--- config.mk ---
export PLATFORM = sky130hd
export DESIGN_NAME = gpmx_top
export DESIGN_NICKNAME = d
export VERILOG_FILES = /design/src/gpmx_pkg.sv /design/src/gpmx_sync.sv /design/src/gpmx_port.sv /design/src/gpmx_top.sv
export SDC_FILE = /design/constraint.sdc
export NUM_CORES = 1
export LEC_CHECK = 0
export ABC_AREA = 1
export BUFFER_PORTS_ARGS = -buffer_cell sky130_fd_sc_hd__buf_2
export CORE_AREA = 2 2 131 133
export CTS_BUF_LIST = sky130_fd_sc_hd__clkbuf_16
export DETAILED_ROUTE_END_ITERATION = 7
export DIE_AREA = 0 0 133 135
export PLACE_DENSITY_LB_ADDON = 0.05
export SLEW_MARGIN = 20
export SYNTH_ARGS = -nofsm -noshare
export SYNTH_HDL_FRONTEND = slang
export SYNTH_HIERARCHICAL = 1
export SYNTH_SLANG_ARGS = --single-unit
--- constraint.sdc ---
create_clock -name clk -period 2.29 [get_ports clk]
set_input_delay 0.229 -clock clk [delete_from_list [all_inputs] [get_ports clk]]
set_output_delay 0.229 -clock clk [all_outputs]
set_load 0.01 [all_outputs]
--- src/gpmx_pkg.sv ---
// Package of constants and carrier types for the pin function mux
package gpmx_pkg;

	// ****************************************
	// Port widths
	// ****************************************
	localparam int unsigned PORT_A_W = 12; // Port A bits
	localparam int unsigned PORT_B_W = 8; // Port B bits
	localparam int unsigned PORT_C_W = 7; // Port C bits

	// ****************************************
	// Register offsets (byte addresses)
	// ****************************************
	localparam logic [7:0] OFS_A_PULLUP = 8'h00; // Port A pull-up enables
	localparam logic [7:0] OFS_A_PERIPH = 8'h04; // Port A peripheral enables
	localparam logic [7:0] OFS_B_PULLUP = 8'h08; // Port B pull-up enables
	localparam logic [7:0] OFS_B_PERIPH = 8'h0c; // Port B peripheral enables
	localparam logic [7:0] OFS_C_PULLUP = 8'h10; // Port C pull-up enables
	localparam logic [7:0] OFS_C_PERIPH = 8'h14; // Port C peripheral enables
	localparam logic [7:0] OFS_PIN_SEL = 8'h18; // Peripheral pin select
	localparam logic [7:0] OFS_DEC_CTRL = 8'h1c; // Decoder control
	localparam logic [7:0] OFS_STATUS = 8'h20; // Pad mode status, read only

	// ****************************************
	// Field positions
	// ****************************************
	localparam int unsigned SEL_A_LSB = 0; // Port A bits 2..5 select, 4 bits
	localparam int unsigned SEL_C_LSB = 4; // Port C bits 5..6 select, 2 bits
	localparam int unsigned SEL_W = 6; // Used width of pin select reg
	localparam int unsigned DEC_TMR_BIT = 0; // Decoder control: 1 = timer A on pads
	localparam int unsigned DEC_W = 1; // Used width of decoder control reg

	// ****************************************
	// Reset values
	// ****************************************
	localparam logic [11:0] RST_A_PULLUP = 12'hfff; // Pull-ups on for port A
	localparam logic [11:0] RST_A_PERIPH = 12'hfff; // Modulator on at reset
	localparam logic [7:0] RST_B_PULLUP = 8'hff; // Pull-ups on for port B
	localparam logic [7:0] RST_B_PERIPH = 8'hff; // Serial 0 and decoder on
	localparam logic [6:0] RST_C_PULLUP = 7'h7c; // Crystal pads off
	localparam logic [6:0] RST_C_PERIPH = 7'h7f; // Crystal, CAN, timer C on every pad
	localparam logic [5:0] RST_PIN_SEL = 6'h00; // Modulator and timer C
	localparam logic [0:0] RST_DEC_CTRL = 1'h0; // Decoder on pads

	// ****************************************
	// Carrier types
	// ****************************************
	// Wishbone request from the master
	typedef struct packed {
		logic cyc;
		logic stb;
		logic we;
		logic [7:0] adr;
		logic [3:0] sel;
		logic [31:0] dat;
	} gpmx_wb_req_s;

	// Pad side of one port
	typedef struct packed {
		logic [11:0] out;
		logic [11:0] oe;
		logic [11:0] pull;
	} gpmx_pad_drv_s;

	// Selects that steer the muxes
	typedef struct packed {
		logic [3:0] a_spi; // 1 = second serial port on A2..A5
		logic [1:0] c_sci; // 1 = serial port 0 on C5..C6
		logic b_tmr; // 1 = timer A on B4..B7
	} gpmx_sel_s;

endpackage

--- src/gpmx_sync.sv ---
// Two-flop synchroniser for the pad inputs
`timescale 1ns/10ps
module gpmx_sync #(
	parameter int unsigned W = 1
) (
	input wire logic clk,
	input wire logic srst,
	input wire logic [W-1:0] d,
	output logic [W-1:0] q
);

	// ****************************************
	// Two stages, the first read only by the second
	// ****************************************
	logic [W-1:0] meta; // First stage
	logic [W-1:0] next_meta; // First stage next
	logic [W-1:0] next_q; // Second stage next

	// Next values
	always_comb
	begin
		next_meta = d;
		next_q = meta;
		if (srst)
		begin
			next_meta = '0;
			next_q = '0;
		end
	end

	// Register both stages
	always_ff @(posedge clk)
	begin
		meta <= next_meta;
		q <= next_q;
	end

endmodule

--- src/gpmx_port.sv ---
// One port's pad mux: port bit or peripheral per pin
`timescale 1ns/10ps
module gpmx_port #(
	parameter int unsigned W = 8
) (
	input wire logic [W-1:0] periph_en,
	input wire logic [W-1:0] port_out,
	input wire logic [W-1:0] port_oe,
	input wire logic [W-1:0] func_out,
	input wire logic [W-1:0] func_oe,
	input wire logic [W-1:0] func_ok,
	output logic [W-1:0] pad_out,
	output logic [W-1:0] pad_oe
);

	// ****************************************
	// Per-pin choice
	// ****************************************
	// A pad whose function is absent falls back to the port
	always_comb
	begin
		for (int i = 0; i < W; i++)
		begin
			if (periph_en[i] && func_ok[i])
			begin
				pad_out[i] = func_out[i];
				pad_oe[i] = func_oe[i];
			end
			else
			begin
				pad_out[i] = port_out[i];
				pad_oe[i] = port_oe[i];
			end
		end
	end

endmodule

--- src/gpmx_top.sv ---
// Pin function mux for ports A, B and C with Wishbone registers
//
// Behaviour
// - A2..A5 select second serial port or modulator
// - B4..B7 decoder inputs or timer A channels
// - C5..C6 timer C or serial port zero
// - Crystal pad pull-ups disabled after reset
// - Registers hold only port-width bits
// - Per-port reset values follow default functions
// - Reduced variant lacks modulator, CAN, decoder
// - Ports A, B, C are 12, 8, 7 bits
// - Reset defaults: modulator, serial 0/decoder, crystal/CAN/timer
`timescale 1ns/10ps
module gpmx_top #(
	parameter bit REDUCED = 1'b0
) (
	input wire logic clk,
	input wire logic srst,
	// Wishbone slave
	input wire gpmx_pkg::gpmx_wb_req_s wb_req,
	output logic [31:0] wb_dat_o,
	output logic wb_ack,
	// Port logic, per bit
	input wire logic [11:0] port_a_bit_out,
	input wire logic [11:0] port_a_bit_oe,
	output logic [11:0] port_a_bit_in,
	input wire logic [7:0] port_b_bit_out,
	input wire logic [7:0] port_b_bit_oe,
	output logic [7:0] port_b_bit_in,
	input wire logic [6:0] port_c_bit_out,
	input wire logic [6:0] port_c_bit_oe,
	output logic [6:0] port_c_bit_in,
	// Modulator A outputs 0..5, fault and current sense inputs
	input wire logic [5:0] pwm_out,
	output logic [2:0] modulator_fault_input,
	output logic [2:0] current_sense_input,
	// Second serial port: ss, miso, mosi, sclk
	input wire logic [3:0] second_serial_periph_port_out,
	input wire logic [3:0] second_serial_periph_port_oe,
	output logic [3:0] second_serial_periph_port_in,
	// First serial port: ss, miso, mosi, sclk
	input wire logic [3:0] first_serial_periph_port_out,
	input wire logic [3:0] first_serial_periph_port_oe,
	output logic [3:0] first_serial_periph_port_in,
	// Decoder: home, index, phase b, phase a
	output logic [3:0] decoder_in,
	// Timer A channels 3..0 on B4..B7
	input wire logic [3:0] timer_a_channel_out,
	input wire logic [3:0] timer_a_channel_oe,
	output logic [3:0] timer_a_channel_in,
	// Timer C channels 0, 1, 2
	input wire logic [2:0] timer_c_channel_out,
	input wire logic [2:0] timer_c_channel_oe,
	output logic [2:0] timer_c_channel_in,
	// Serial port zero
	input wire logic serial_transmit_line,
	output logic serial_receive_line,
	// CAN
	input wire logic can_tx,
	output logic can_rx,
	// Pads
	input wire logic [11:0] pad_a_in,
	output logic [11:0] pad_a_out,
	output logic [11:0] pad_a_oe,
	output logic [11:0] pad_a_pull,
	input wire logic [7:0] pad_b_in,
	output logic [7:0] pad_b_out,
	output logic [7:0] pad_b_oe,
	output logic [7:0] pad_b_pull,
	input wire logic [6:0] pad_c_in,
	output logic [6:0] pad_c_out,
	output logic [6:0] pad_c_oe,
	output logic [6:0] pad_c_pull,
	// Crystal pads handed to the oscillator when selected
	output logic crystal_enable
);

	// ****************************************
	// Register state
	// ****************************************
	logic [11:0] a_pullup; // Port A pull-ups
	logic [11:0] a_periph; // Port A peripheral enables
	logic [7:0] b_pullup; // Port B pull-ups
	logic [7:0] b_periph; // Port B peripheral enables
	logic [6:0] c_pullup; // Port C pull-ups
	logic [6:0] c_periph; // Port C peripheral enables
	logic [5:0] peripheral_pin_select_reg; // Mux selects
	logic [0:0] decoder_control_reg; // Decoder or timer A
	logic [11:0] next_a_pullup;
	logic [11:0] next_a_periph;
	logic [7:0] next_b_pullup;
	logic [7:0] next_b_periph;
	logic [6:0] next_c_pullup;
	logic [6:0] next_c_periph;
	logic [5:0] next_sel;
	logic [0:0] next_dec;
	logic next_ack;
	logic [31:0] next_dat;
	logic req; // Live request not yet answered
	logic wr; // Write strobe for this cycle
	gpmx_pkg::gpmx_sel_s sel; // Decoded selects

	// Byte-lane merge, used for every register
	function automatic logic [31:0] lane_merge(input logic [31:0] old, input logic [31:0] nw, input logic [3:0] be);
		logic [31:0] r;
		r = old;
		for (int i = 0; i < 4; i++)
		begin
			if (be[i])
				r[i*8 +: 8] = nw[i*8 +: 8];
		end
		return r;
	endfunction

	// ****************************************
	// Wishbone slave: registered ack one cycle after the request, then drop
	// ****************************************
	assign req = wb_req.cyc && wb_req.stb && !wb_ack;
	assign wr = wb_req.cyc && wb_req.stb && wb_ack && wb_req.we; // Commit on the edge the master sees ack

	// Next register values
	always_comb
	begin
		next_a_pullup = a_pullup;
		next_a_periph = a_periph;
		next_b_pullup = b_pullup;
		next_b_periph = b_periph;
		next_c_pullup = c_pullup;
		next_c_periph = c_periph;
		next_sel = peripheral_pin_select_reg;
		next_dec = decoder_control_reg;
		next_ack = req;
		next_dat = 32'h0000_0000;
		// Upper bits never stored, widths cut the merge
		if (wr)
		begin
			unique case (wb_req.adr)
				gpmx_pkg::OFS_A_PULLUP: next_a_pullup = 12'(lane_merge({20'h0, a_pullup}, wb_req.dat, wb_req.sel));
				gpmx_pkg::OFS_A_PERIPH: next_a_periph = 12'(lane_merge({20'h0, a_periph}, wb_req.dat, wb_req.sel));
				gpmx_pkg::OFS_B_PULLUP: next_b_pullup = 8'(lane_merge({24'h0, b_pullup}, wb_req.dat, wb_req.sel));
				gpmx_pkg::OFS_B_PERIPH: next_b_periph = 8'(lane_merge({24'h0, b_periph}, wb_req.dat, wb_req.sel));
				gpmx_pkg::OFS_C_PULLUP: next_c_pullup = 7'(lane_merge({25'h0, c_pullup}, wb_req.dat, wb_req.sel));
				gpmx_pkg::OFS_C_PERIPH: next_c_periph = 7'(lane_merge({25'h0, c_periph}, wb_req.dat, wb_req.sel));
				gpmx_pkg::OFS_PIN_SEL: next_sel = 6'(lane_merge({26'h0, peripheral_pin_select_reg}, wb_req.dat, wb_req.sel));
				gpmx_pkg::OFS_DEC_CTRL: next_dec = 1'(lane_merge({31'h0, decoder_control_reg}, wb_req.dat, wb_req.sel));
				default: ; // Unmapped or read-only: write ignored, still acked
			endcase
		end
		// Read data, zero above each port width
		if (req && !wb_req.we)
		begin
			unique case (wb_req.adr)
				gpmx_pkg::OFS_A_PULLUP: next_dat = {20'h0, a_pullup};
				gpmx_pkg::OFS_A_PERIPH: next_dat = {20'h0, a_periph};
				gpmx_pkg::OFS_B_PULLUP: next_dat = {24'h0, b_pullup};
				gpmx_pkg::OFS_B_PERIPH: next_dat = {24'h0, b_periph};
				gpmx_pkg::OFS_C_PULLUP: next_dat = {25'h0, c_pullup};
				gpmx_pkg::OFS_C_PERIPH: next_dat = {25'h0, c_periph};
				gpmx_pkg::OFS_PIN_SEL: next_dat = {26'h0, peripheral_pin_select_reg};
				gpmx_pkg::OFS_DEC_CTRL: next_dat = {31'h0, decoder_control_reg};
				gpmx_pkg::OFS_STATUS: next_dat = {24'h0, crystal_enable, REDUCED, sel.b_tmr, sel.c_sci, 3'h0};
				default: next_dat = 32'h0000_0000; // Unmapped reads as zero
			endcase
		end
		// Per-port reset values from each pin's default function
		if (srst)
		begin
			next_a_pullup = gpmx_pkg::RST_A_PULLUP;
			next_a_periph = gpmx_pkg::RST_A_PERIPH;
			next_b_pullup = gpmx_pkg::RST_B_PULLUP;
			next_b_periph = gpmx_pkg::RST_B_PERIPH;
			next_c_pullup = gpmx_pkg::RST_C_PULLUP;
			next_c_periph = gpmx_pkg::RST_C_PERIPH;
			next_sel = gpmx_pkg::RST_PIN_SEL;
			next_dec = gpmx_pkg::RST_DEC_CTRL;
			next_ack = 1'b0;
			next_dat = 32'h0000_0000;
		end
	end

	// Register the bus state
	always_ff @(posedge clk)
	begin
		a_pullup <= next_a_pullup;
		a_periph <= next_a_periph;
		b_pullup <= next_b_pullup;
		b_periph <= next_b_periph;
		c_pullup <= next_c_pullup;
		c_periph <= next_c_periph;
		peripheral_pin_select_reg <= next_sel;
		decoder_control_reg <= next_dec;
		wb_ack <= next_ack;
		wb_dat_o <= next_dat;
	end

	// ****************************************
	// Select decode
	// ****************************************
	always_comb
	begin
		sel.a_spi = peripheral_pin_select_reg[gpmx_pkg::SEL_A_LSB +: 4];
		sel.c_sci = peripheral_pin_select_reg[gpmx_pkg::SEL_C_LSB +: 2];
		sel.b_tmr = decoder_control_reg[gpmx_pkg::DEC_TMR_BIT];
		// Reduced part has no modulator or decoder: force the alternatives
		if (REDUCED)
		begin
			sel.a_spi = 4'hf;
			sel.b_tmr = 1'b1;
		end
	end

	// ****************************************
	// Synchronised pad inputs
	// ****************************************
	logic [11:0] a_in; // Port A pad inputs after two flops
	logic [7:0] b_in; // Port B pad inputs after two flops
	logic [6:0] c_in; // Port C pad inputs after two flops

	gpmx_sync #(.W(gpmx_pkg::PORT_A_W)) u_sync_a (.clk(clk), .srst(srst), .d(pad_a_in), .q(a_in));
	gpmx_sync #(.W(gpmx_pkg::PORT_B_W)) u_sync_b (.clk(clk), .srst(srst), .d(pad_b_in), .q(b_in));
	gpmx_sync #(.W(gpmx_pkg::PORT_C_W)) u_sync_c (.clk(clk), .srst(srst), .d(pad_c_in), .q(c_in));

	// ****************************************
	// Peripheral function per pad
	// ****************************************
	logic [11:0] a_fo; // Port A function outputs
	logic [11:0] a_fe; // Port A function enables
	logic [11:0] a_ok; // Port A function present
	logic [7:0] b_fo;
	logic [7:0] b_fe;
	logic [7:0] b_ok;
	logic [6:0] c_fo;
	logic [6:0] c_fe;
	logic [6:0] c_ok;

	// Outbound functions, per pad
	always_comb
	begin
		// Port A: modulator 0..1, shared 2..5, inputs 6..11
		a_fo = '0;
		a_fe = '0;
		a_fo[1:0] = pwm_out[1:0];
		a_fe[1:0] = 2'h3;
		for (int i = 0; i < 4; i++)
		begin
			a_fo[2+i] = sel.a_spi[i] ? second_serial_periph_port_out[i] : pwm_out[2+i];
			a_fe[2+i] = sel.a_spi[i] ? second_serial_periph_port_oe[i] : 1'b1;
		end
		a_ok = {6'h3f, 4'hf, {2{!REDUCED}}};
		a_ok[11:6] = {6{!REDUCED}};
		// Port B: first serial port 0..3, decoder/timer 4..7
		b_fo = '0;
		b_fe = '0;
		b_fo[3:0] = first_serial_periph_port_out;
		b_fe[3:0] = first_serial_periph_port_oe;
		for (int i = 0; i < 4; i++)
		begin
			b_fo[4+i] = timer_a_channel_out[3-i];
			b_fe[4+i] = sel.b_tmr & timer_a_channel_oe[3-i];
		end
		b_ok = 8'hff;
		// Port C: crystal 0..1, CAN 2..3, timer C 4..6
		c_fo = '0;
		c_fe = '0;
		c_fo[3] = can_tx;
		c_fe[3] = 1'b1;
		c_fo[4] = timer_c_channel_out[2];
		c_fe[4] = timer_c_channel_oe[2];
		c_fo[5] = sel.c_sci[0] ? 1'b0 : timer_c_channel_out[1];
		c_fe[5] = sel.c_sci[0] ? 1'b0 : timer_c_channel_oe[1];
		c_fo[6] = sel.c_sci[1] ? serial_transmit_line : timer_c_channel_out[0];
		c_fe[6] = sel.c_sci[1] ? 1'b1 : timer_c_channel_oe[0];
		c_ok = {5'h1f, 2'h3};
		c_ok[3:2] = {2{!REDUCED}};
	end

	// Inbound functions, only from pads given to the peripheral
	always_comb
	begin
		modulator_fault_input = a_in[8:6] & a_periph[8:6] & {3{!REDUCED}};
		current_sense_input = a_in[11:9] & a_periph[11:9] & {3{!REDUCED}};
		second_serial_periph_port_in = a_in[5:2] & a_periph[5:2] & sel.a_spi;
		first_serial_periph_port_in = b_in[3:0] & b_periph[3:0];
		for (int i = 0; i < 4; i++)
		begin
			decoder_in[i] = b_in[4+i] & b_periph[4+i] & !sel.b_tmr;
			timer_a_channel_in[3-i] = b_in[4+i] & b_periph[4+i] & sel.b_tmr;
		end
		can_rx = c_in[2] & c_periph[2] & !REDUCED;
		timer_c_channel_in[2] = c_in[4] & c_periph[4];
		timer_c_channel_in[1] = c_in[5] & c_periph[5] & !sel.c_sci[0];
		timer_c_channel_in[0] = c_in[6] & c_periph[6] & !sel.c_sci[1];
		serial_receive_line = c_in[5] & c_periph[5] & sel.c_sci[0];
		crystal_enable = c_periph[0] & c_periph[1];
		port_a_bit_in = a_in;
		port_b_bit_in = b_in;
		port_c_bit_in = c_in;
		pad_a_pull = a_pullup;
		pad_b_pull = b_pullup;
		pad_c_pull = c_pullup;
	end

	// ****************************************
	// Pad muxes, one per port
	// ****************************************
	gpmx_port #(.W(gpmx_pkg::PORT_A_W)) u_port_a (
		.periph_en(a_periph),
		.port_out(port_a_bit_out),
		.port_oe(port_a_bit_oe),
		.func_out(a_fo),
		.func_oe(a_fe),
		.func_ok(a_ok),
		.pad_out(pad_a_out),
		.pad_oe(pad_a_oe)
	);

	gpmx_port #(.W(gpmx_pkg::PORT_B_W)) u_port_b (
		.periph_en(b_periph),
		.port_out(port_b_bit_out),
		.port_oe(port_b_bit_oe),
		.func_out(b_fo),
		.func_oe(b_fe),
		.func_ok(b_ok),
		.pad_out(pad_b_out),
		.pad_oe(pad_b_oe)
	);

	// Crystal pads never driven digitally while the peripheral owns them
	gpmx_port #(.W(gpmx_pkg::PORT_C_W)) u_port_c (
		.periph_en(c_periph),
		.port_out(port_c_bit_out),
		.port_oe(port_c_bit_oe),
		.func_out(c_fo),
		.func_oe(c_fe),
		.func_ok(c_ok),
		.pad_out(pad_c_out),
		.pad_oe(pad_c_oe)
	);

endmodule

==> results.cfg, run 1 <==
[global_route]
grt_pass1_vias = 5884
grt_pass1_wl_mm = 30.1
antenna_found_initial = 0
gr-usage-all-layers_pct = 21.6
grt_max_degree = 62
grt_overflow = 0

[power_and_ir_drop]
p_leak_uw = 0.00521
power_switching_uw = 1270
p_clk_share_pct = 46.3
power_frac_seq_pct = 42.8
pwr-share-comb_pct = 10.9
switching_share_pct = 23.8
power.density_nw_per_um2 = 612
vdd_drop_max_mv = 0.509
p_int_uw = 4070

[floorplan]
die_width_um = 133
core_um2 = 16400
die_height_um = 135
start_util_pct = 37.3
io_pins = 337
rows = 47
die_area_um2 = 18000

[worst_setup_path]
crit_family = flip-flops
slowest_stage = dfxtp_1
critical_path.max_stage_delay_ns = 0.52
arrival_ns = 1.54
end_kind = output pin
critPathKind = reg2out
worstPathCellList = buf_4 > nand2_1 > inv_1 > nand3_1 > nand2_1 > buf_2
critPathMostFrequentCell = nand2_1
cp.buffers_inverters = 3
cp-start-kind = flip-flop
cp.required_ns = 2.06
cp_max_fo = 8

[cts]
clock_latency_ns = 0.42
cts_buffers = 17
htreeDepth = 4
clock_path_buffers = 2
post_cts_buffers = 0
cts_tree = done
cts.sinks = 128
clk_pin_slew_worst_paths_ns = 0.06
cts-root-buf = clkbuf_16
cts_resized = 0

[sta]
slew_violations = 0
finalHoldViolations = 0
setup_violations = 0
fin_worst_skew_ns = 0.00627
fin_ws_ns = 0.524
tns_ns = 0
rsz0062_at_grt = no
period_share_pct = 77.1
fmax_mhz = 566
timing.final.crit_period_ns = 1.77

[logic_synthesis]
yosysMostFrequentCell = nand2_1
synth_warnings = 6
synthCells = 936
async_flop_share_pct = 0
ys.flop_type = dfxtp_1
synthTopCellsByArea = dfxtp_1 42%, nand2_1 20%, nand3_1 11%
synth_seq_area_share_pct = 41.9
synth.avg_cell_area_um2 = 6.53
synth_common_cells = 331 x nand2_1, 135 x nand3_1, 128 x dfxtp_1, 122 x inv_1, 99 x nor2_1
synth_area_um2 = 6110
synth_edf_count = 0
synth_cell_types = 28
post-synth-top-area-cell = dfxtp_1
synth_seq_cells = 128
synth_top_area_share_pct = 41.9

[drt]
drc_errors = 0
routed_via_density = 4.18
dr.pass1.iters = 5
routed_wl_mm = 19.5
wirelength_met1_mm = 8.49
highest_layer = met4
vias = 6594
wl_met2_mm = 9.29
first_iter_violations = 381
ant_nets = 0
wl_per_cell_um = 12.3
wl_met3_mm = 1.41

[cells_and_area]
drive_gt1_share_pct = 26.4
fin_nets = 1515
utilization_pct = 53.2
syn2layout_area_growth_pct = 42.8

[min_path]
hp-class = in2reg

[job]
maxCapViolations = 0

[place]
place_ws_ns = 0.474
numPortBuffers = 294
dpl.hpwl_mm = 15.0
place_congestion = 0.841

[outcome]
status = finished clean
## cell usage in the layout (no fill, tap or decap), types with 7 or more instances in the layout
cell           instances
o211ai_1              11
buf_2                294
nor2_1                99
clkbuf_16             17
o21ai_0               14
dfxtp_1              128
nand2_1              331
conb_1               122
inv_2                  7
nor2_2                10
buf_4                  7
nor3_1                10
dlygate4sd3_1          8
inv_1                124
nand3_1              135
## stage by stage
| stage | cell area, um^2 | power [uW] | hold slack [ns] | std cells |
|---|---|---|---|---|
| after floorplan | 6560 | 2660 | 0.300 | 1056 |
| after global placement | 8120 | 2910 | 0.388 | 1540 |
| after detailed placement | 8120 | 2910 | 0.393 | 1540 |
| after CTS | 8730 | 5390 | 0.000438 | 1578 |
| after global routing | 8730 | 5570 | 0.0123 | 1578 |
| final | 8730 | 5350 | 0.0104 | 1579 |
## area by class of cell
cell class,count,area [um^2]
clock inverters,13,106
repair buffers,310,1620
multi-input cells,760,3250
diodes,1,2.50
fillers,1691,7670
well taps,220,275
inverters,130,488
flip-flops and latches,128,2560
clock buffers,17,425
## worst paths after layout
check,from,end,slack [ns],cells past startpoint
worst max-delay path,decoder_control_reg$_SDFFE_PP0P_,pad_b_oe[7],0.52,6
worst min-delay path,pad_b_in[0],u_sync_b/meta[0]$_SDFF_PP0_,0.01,3
worst max register to register,wb_ack$_SDFF_PP0_,pad_a_pull[6]$_SDFFE_PP1P_,0.53,7
worst min register to register,u_sync_a/meta[10]$_SDFF_PP0_,u_sync_a/q[10]$_SDFF_PP0_,0.40,2
## tightest hold or removal path, stage by stage
cell	delay, ns
buf_2	0.08
inv_1	0.03
nor2_1	0.06
## power by group through the flow
stage          registers [uW]  logic (uW)  clock network [uW]
5_1_grt                  2290         663                2620
3_5_place_dp             2340         575                   0
4_1_cts                  2290         587                2510
6_report                 2290         584                2470
2_1_floorplan            2340         313                   0
3_3_place_gp             2340         570                   0
## metal layers
layer	up-vias	track usage, %
met4	0	7.35
met3	23	5.59
met5	-	0
met1	2777	26.2
li1	3568	-
met2	226	37.1
## logic make-up after synthesis
logic type             Yosys count  synth area share, %
other                            2                0.123
AOI/OAI and AO/OA               33                 3.30
and+or+nand+nor                602                 41.8
buffers and inverters          168                 12.3
DFF                            128                 41.9
muxes                            3                0.553
## what timing repair did
item	CTS	global route
endpoints found under the hold margin	8	0
setup endpoints to repair	0	0
hold buffers	8	0
Note: power is estimated with default switching activity, not from simulation.
==> inputs of run 2 (changes only) <==
==> constraint.sdc (replaced) <==
create_clock -name clk -period 1.8 [get_ports clk]
set_input_delay 0.18 -clock clk [delete_from_list [all_inputs] [get_ports clk]]
set_output_delay 0.18 -clock clk [all_outputs]
set_load 0.01 [all_outputs]
==> results.cfg, run 2 (synthesis results as in run 1) <==
[worst_setup_path]
cp.required_ns = 1.62
critPathKind = reg2out
cp-start-kind = flip-flop
arrival_ns = 1.49
cp_max_fo = 5
end_kind = output pin

[sta]
finalHoldViolations = 0
setup_violations = 0
timing.final.crit_period_ns = 1.67
period_share_pct = 92.5
rsz0062_at_grt = no
fin_ws_ns = 0.134
fin_worst_skew_ns = 0.00788
tns_ns = 0
fmax_mhz = 600
relSlewSlack_pct = 62.2
tightest_slew_ns = 0.567
slew_violations = 0

[cts]
htreeDepth = 4
cts-root-buf = clkbuf_16
clk_pin_slew_worst_paths_ns = 0.06
clock_path_buffers = 2
cts.sinks = 128
cts_tree = done
cts_buffers = 17
post_cts_buffers = 0
clock_latency_ns = 0.42

[global_route]
antenna_found_initial = 2
grt_max_degree = 62
grt_overflow = 0
grt_pass1_wl_mm = 30.6
grt_pass1_vias = 6037
gr-usage-all-layers_pct = 21.9

[place]
dpl.cell_count = 1546
numPortBuffers = 294
place_congestion = 0.887
place_ws_ns = 0.210
dpl.hpwl_mm = 14.9

[drt]
ant_nets = 0
routed_wl_mm = 19.5
first_iter_violations = 420
vias = 6682
dr.pass1.iters = 4
drc_errors = 0
wl_per_cell_um = 12.1
routed_via_density = 4.15

[outcome]
status = finished clean

[cells_and_area]
fin_nets = 1545
layout_common_cells = 331 x nand2_1, 294 x buf_2, 135 x nand3_1, 127 x dfxtp_1, 123 x inv_1
syn2layout_area_growth_pct = 48.2
layout_commonest_cell = nand2_1
seq_area_um2 = 2560
multiInputGateArea_um2 = 3250
drive_gt1_share_pct = 26.8
fin_cells = 1611
fillers = 1683

[floorplan]
die_height_um = 135
io_pins = 337
die_area_um2 = 18000
rows = 47
start_util_pct = 37.3
core_um2 = 16400
die_width_um = 133

[power_and_ir_drop]
vdd_drop_max_mv = 0.547
power.density_nw_per_um2 = 772
p_leak_uw = 0.00533

[min_path]
hp-class = in2reg

[job]
maxCapViolations = 0
[run 2: changes by cell type in the layout (fill, tap and decap cells not counted), sizes merged]
cell / before / now
dlygate4sd3: 8 / 32
clkinv: 10 / 6
buf: 302 / 308
clkinvlp: 0 / 7
inv: 131 / 130
[run 2: metrics by stage]
step	hold slack (ns)	power [uW]	area (um^2)	util, %
after floorplan	0.251	3380	6560	-
after global placement	0.379	3700	8160	49.8
after detailed placement	0.386	3700	8160	49.8
after CTS	0.0541	7080	9060	55.2
after global routing	0.0693	7310	9060	55.2
final	0.0590	7000	9060	55.2
[run 2: area by class of cell]
cell class	instances	share of cell area [%]
antenna	1	0.0276
clock buffer	17	4.70
clock inverter	15	1.63
inverter	130	5.39
multi-input combinational	760	35.9
sequential	128	28.3
tap	220	3.04
timing repair buffer	340	21.1
[run 2: per-layer routing]
metal,global-route usage (%),share of wire (%)
met5,0,0.036
met4,8.42,2.5
met3,6.31,7.7
met2,37.1,47
met1,26.3,42
[run 2: critical path: stages (launching register included)]
cell and delay, ns:
dfxtp_1 0.46, mux2_2 0.36, nand3_1 0.08, nand2_1 0.05, buf_2 0.13
[run 2: repair_timing]
action | CTS | global route
endpoints found under the setup margin | 0 | 1
hold buffers | 32 | 0
hold endpoints to repair | 35 | 0
resized for setup | 0 | 1
[run 2: path summary, 6_finish.rpt]
kind	from	end	slack [ns]	cells past startpoint
max reg2reg	wb_ack$_SDFF_PP0_	pad_c_pull[0]$_SDFFE_PP0P_	0.21	6
min reg2reg	u_sync_c/meta[5]$_SDFF_PP0_	u_sync_c/q[5]$_SDFF_PP0_	0.39	2
max	peripheral_pin_select_reg[1]$_SDFFE_PP0P_	pad_a_out[3]	0.13	4
min	wb_req[7]	pad_b_pull[7]$_SDFFE_PP1P_	0.06	3
[run 2: report_power, final]
part	switching, uW	internal (uW)	total (uW)
Combinational	431	354	785
Sequential	19.6	2890	2910
Clock	1280	2020	3300
Total	1730	5270	7000
==> inputs of run 3 (changes only) <==
--- a/config.mk
+++ b/config.mk
@@ -11,6 +11,7 @@
 export CTS_BUF_LIST = sky130_fd_sc_hd__clkbuf_16
 export DETAILED_ROUTE_END_ITERATION = 7
 export DIE_AREA = 0 0 133 135
+export GPL_TIMING_DRIVEN = 0
 export PLACE_DENSITY_LB_ADDON = 0.05
 export SLEW_MARGIN = 20
 export SYNTH_ARGS = -nofsm -noshare
==> constraint.sdc (replaced) <==
create_clock -name clk -period 2.1 [get_ports clk]
set_input_delay 0.21 -clock clk [delete_from_list [all_inputs] [get_ports clk]]
set_output_delay 0.21 -clock clk [all_outputs]
set_load 0.01 [all_outputs]
==> results.cfg, run 3 (synthesis results as in run 1) <==
[outcome]
status = finished clean

[worst_setup_path]
critical_path.max_stage_delay_ns = 0.38
end_kind = output pin
worstPathCellList = clkbuf_2 > inv_1 > nor3_1 > buf_2
arrival_ns = 1.60
critPathKind = reg2out
cp-start-kind = flip-flop
slowest_stage = dfxtp_1
cp.required_ns = 1.89
cp_max_fo = 10

[global_route]
grt_pass1_vias = 6100
antenna_found_initial = 0
grt_max_degree = 17
gr-usage-all-layers_pct = 22.4
grt_pass1_wl_mm = 31.3
grt_overflow = 0

[drt]
vias = 6799
routed_wl_mm = 20.3
ant_nets = 0
dr.pass1.iters = 6
drc_errors = 0
routed_via_density = 4.18
first_iter_violations = 461
wl_per_cell_um = 12.5

[floorplan]
start_util_pct = 37.3
die_width_um = 133
rows = 47
core_um2 = 16400
io_pins = 337
die_height_um = 135
die_area_um2 = 18000

[sta]
fin_ws_ns = 0.286
rsz0062_at_grt = no
tns_ns = 0
fmax_mhz = 551
relSlewSlack_pct = 56.8
fin_worst_skew_ns = 0.00556
timing.final.crit_period_ns = 1.81
tightest_slew_ns = 0.648
slew_violations = 0
setup_violations = 0
period_share_pct = 86.4
finalHoldViolations = 0

[place]
numPortBuffers = 293
place_congestion = 0.914
place_ws_ns = 0.320
dpl.hpwl_mm = 15.8

[cells_and_area]
layout_commonest_cell = nand2_1
syn2layout_area_growth_pct = 48.9
layout_common_cells = 331 x nand2_1, 298 x buf_2, 135 x nand3_1, 128 x dfxtp_1, 124 x inv_1
fillers = 1682
drive_gt1_share_pct = 27.3
fin_nets = 1562

[cts]
post_cts_buffers = 0
htreeDepth = 4
clk_pin_slew_worst_paths_ns = 0.06
clock_latency_ns = 0.42
clock_path_buffers = 2
cts-root-buf = clkbuf_16
cts.sinks = 128
cts_buffers = 17
cts_tree = done

[power_and_ir_drop]
finalPower_uw = 5850
power.density_nw_per_um2 = 642
p_leak_uw = 0.00540
vdd_drop_max_mv = 0.546

[min_path]
hp-class = in2reg

[job]
maxCapViolations = 0
## run 3: cell count changes in the layout (fill, tap and decap cells not counted), sizes merged
cell / before / now
buf: 308 / 323
bufinv: 2 / 1
clkbuf: 17 / 25
clkinv: 6 / 8
clkinvlp: 7 / 5
dlygate4sd3: 32 / 26
inv: 130 / 131
## run 3: critical path: cells and delay by family, from the launching register on
| family | cells | cell delay [ns] |
|---|---|---|
| AND/OR/NAND/NOR | 1 | 0.23 |
| buffers and inverters | 3 | 0.58 |
| flip-flops | 1 | 0.38 |
## run 3: timing repair
item,CTS,global route
setup endpoints to repair,0,5
resized for setup,0,2
hold endpoints to repair,26,0
hold buffers,26,0
## run 3: final timing paths
| check | start | to | slack [ns] | cells after the start |
|---|---|---|---|---|
| hold / removal | pad_c_in[6] | u_sync_c/meta[6]$_SDFF_PP0_ | 0.006 | 3 |
| setup / recovery | decoder_control_reg$_SDFFE_PP0P_ | timer_a_channel_in[1] | 0.29 | 4 |
| setup reg to reg | wb_ack$_SDFF_PP0_ | pad_a_pull[2]$_SDFFE_PP1P_ | 0.34 | 7 |
| hold reg to reg | u_sync_a/meta[1]$_SDFF_PP0_ | u_sync_a/q[1]$_SDFF_PP0_ | 0.40 | 2 |
## run 3: per-layer routing
metal / part of all wire (%) / global-route usage (%)
met5: 0 / 0
met3: 7.6 / 5.59
met1: 42 / 26.9
met2: 49 / 39.3
met4: 1.7 / 7.53
## run 3: power by group
group	leakage (uW)	switching [uW]	internal (uW)
combinational	0.00410	384	325
sequential	0.00105	16.9	2480
clock	0.000253	1050	1590
total	0.00540	1460	4390
## run 3: stage by stage
stage / hold slack (ns) / std cells / utilization (%) / area [um^2]
2_1_floorplan: 0.281 / 1056 / - / 6560
3_3_place_gp: 0.388 / 1569 / 50.6 / 8310
3_5_place_dp: 0.392 / 1569 / 50.6 / 8310
4_1_cts: 0.00365 / 1627 / 55.4 / 9100
5_1_grt: 0.0289 / 1627 / 55.4 / 9100
6_report: 0.00583 / 1628 / 55.5 / 9100
## run 3: final cells by class
type / count / area (um^2) / share of cell area [%]
Inverter: 130 / 488 / 5.36
Buffer: 38 / 267 / 2.93
Clock inverter: 15 / 105 / 1.15
Multi-Input combinational cell: 760 / 3250 / 35.7
Tap cell: 220 / 275 / 3.02
Clock buffer: 17 / 425 / 4.67
Antenna cell: 1 / 2.50 / 0.0275
Sequential cell: 128 / 2560 / 28.2
Timing Repair Buffer: 319 / 1730 / 19.0
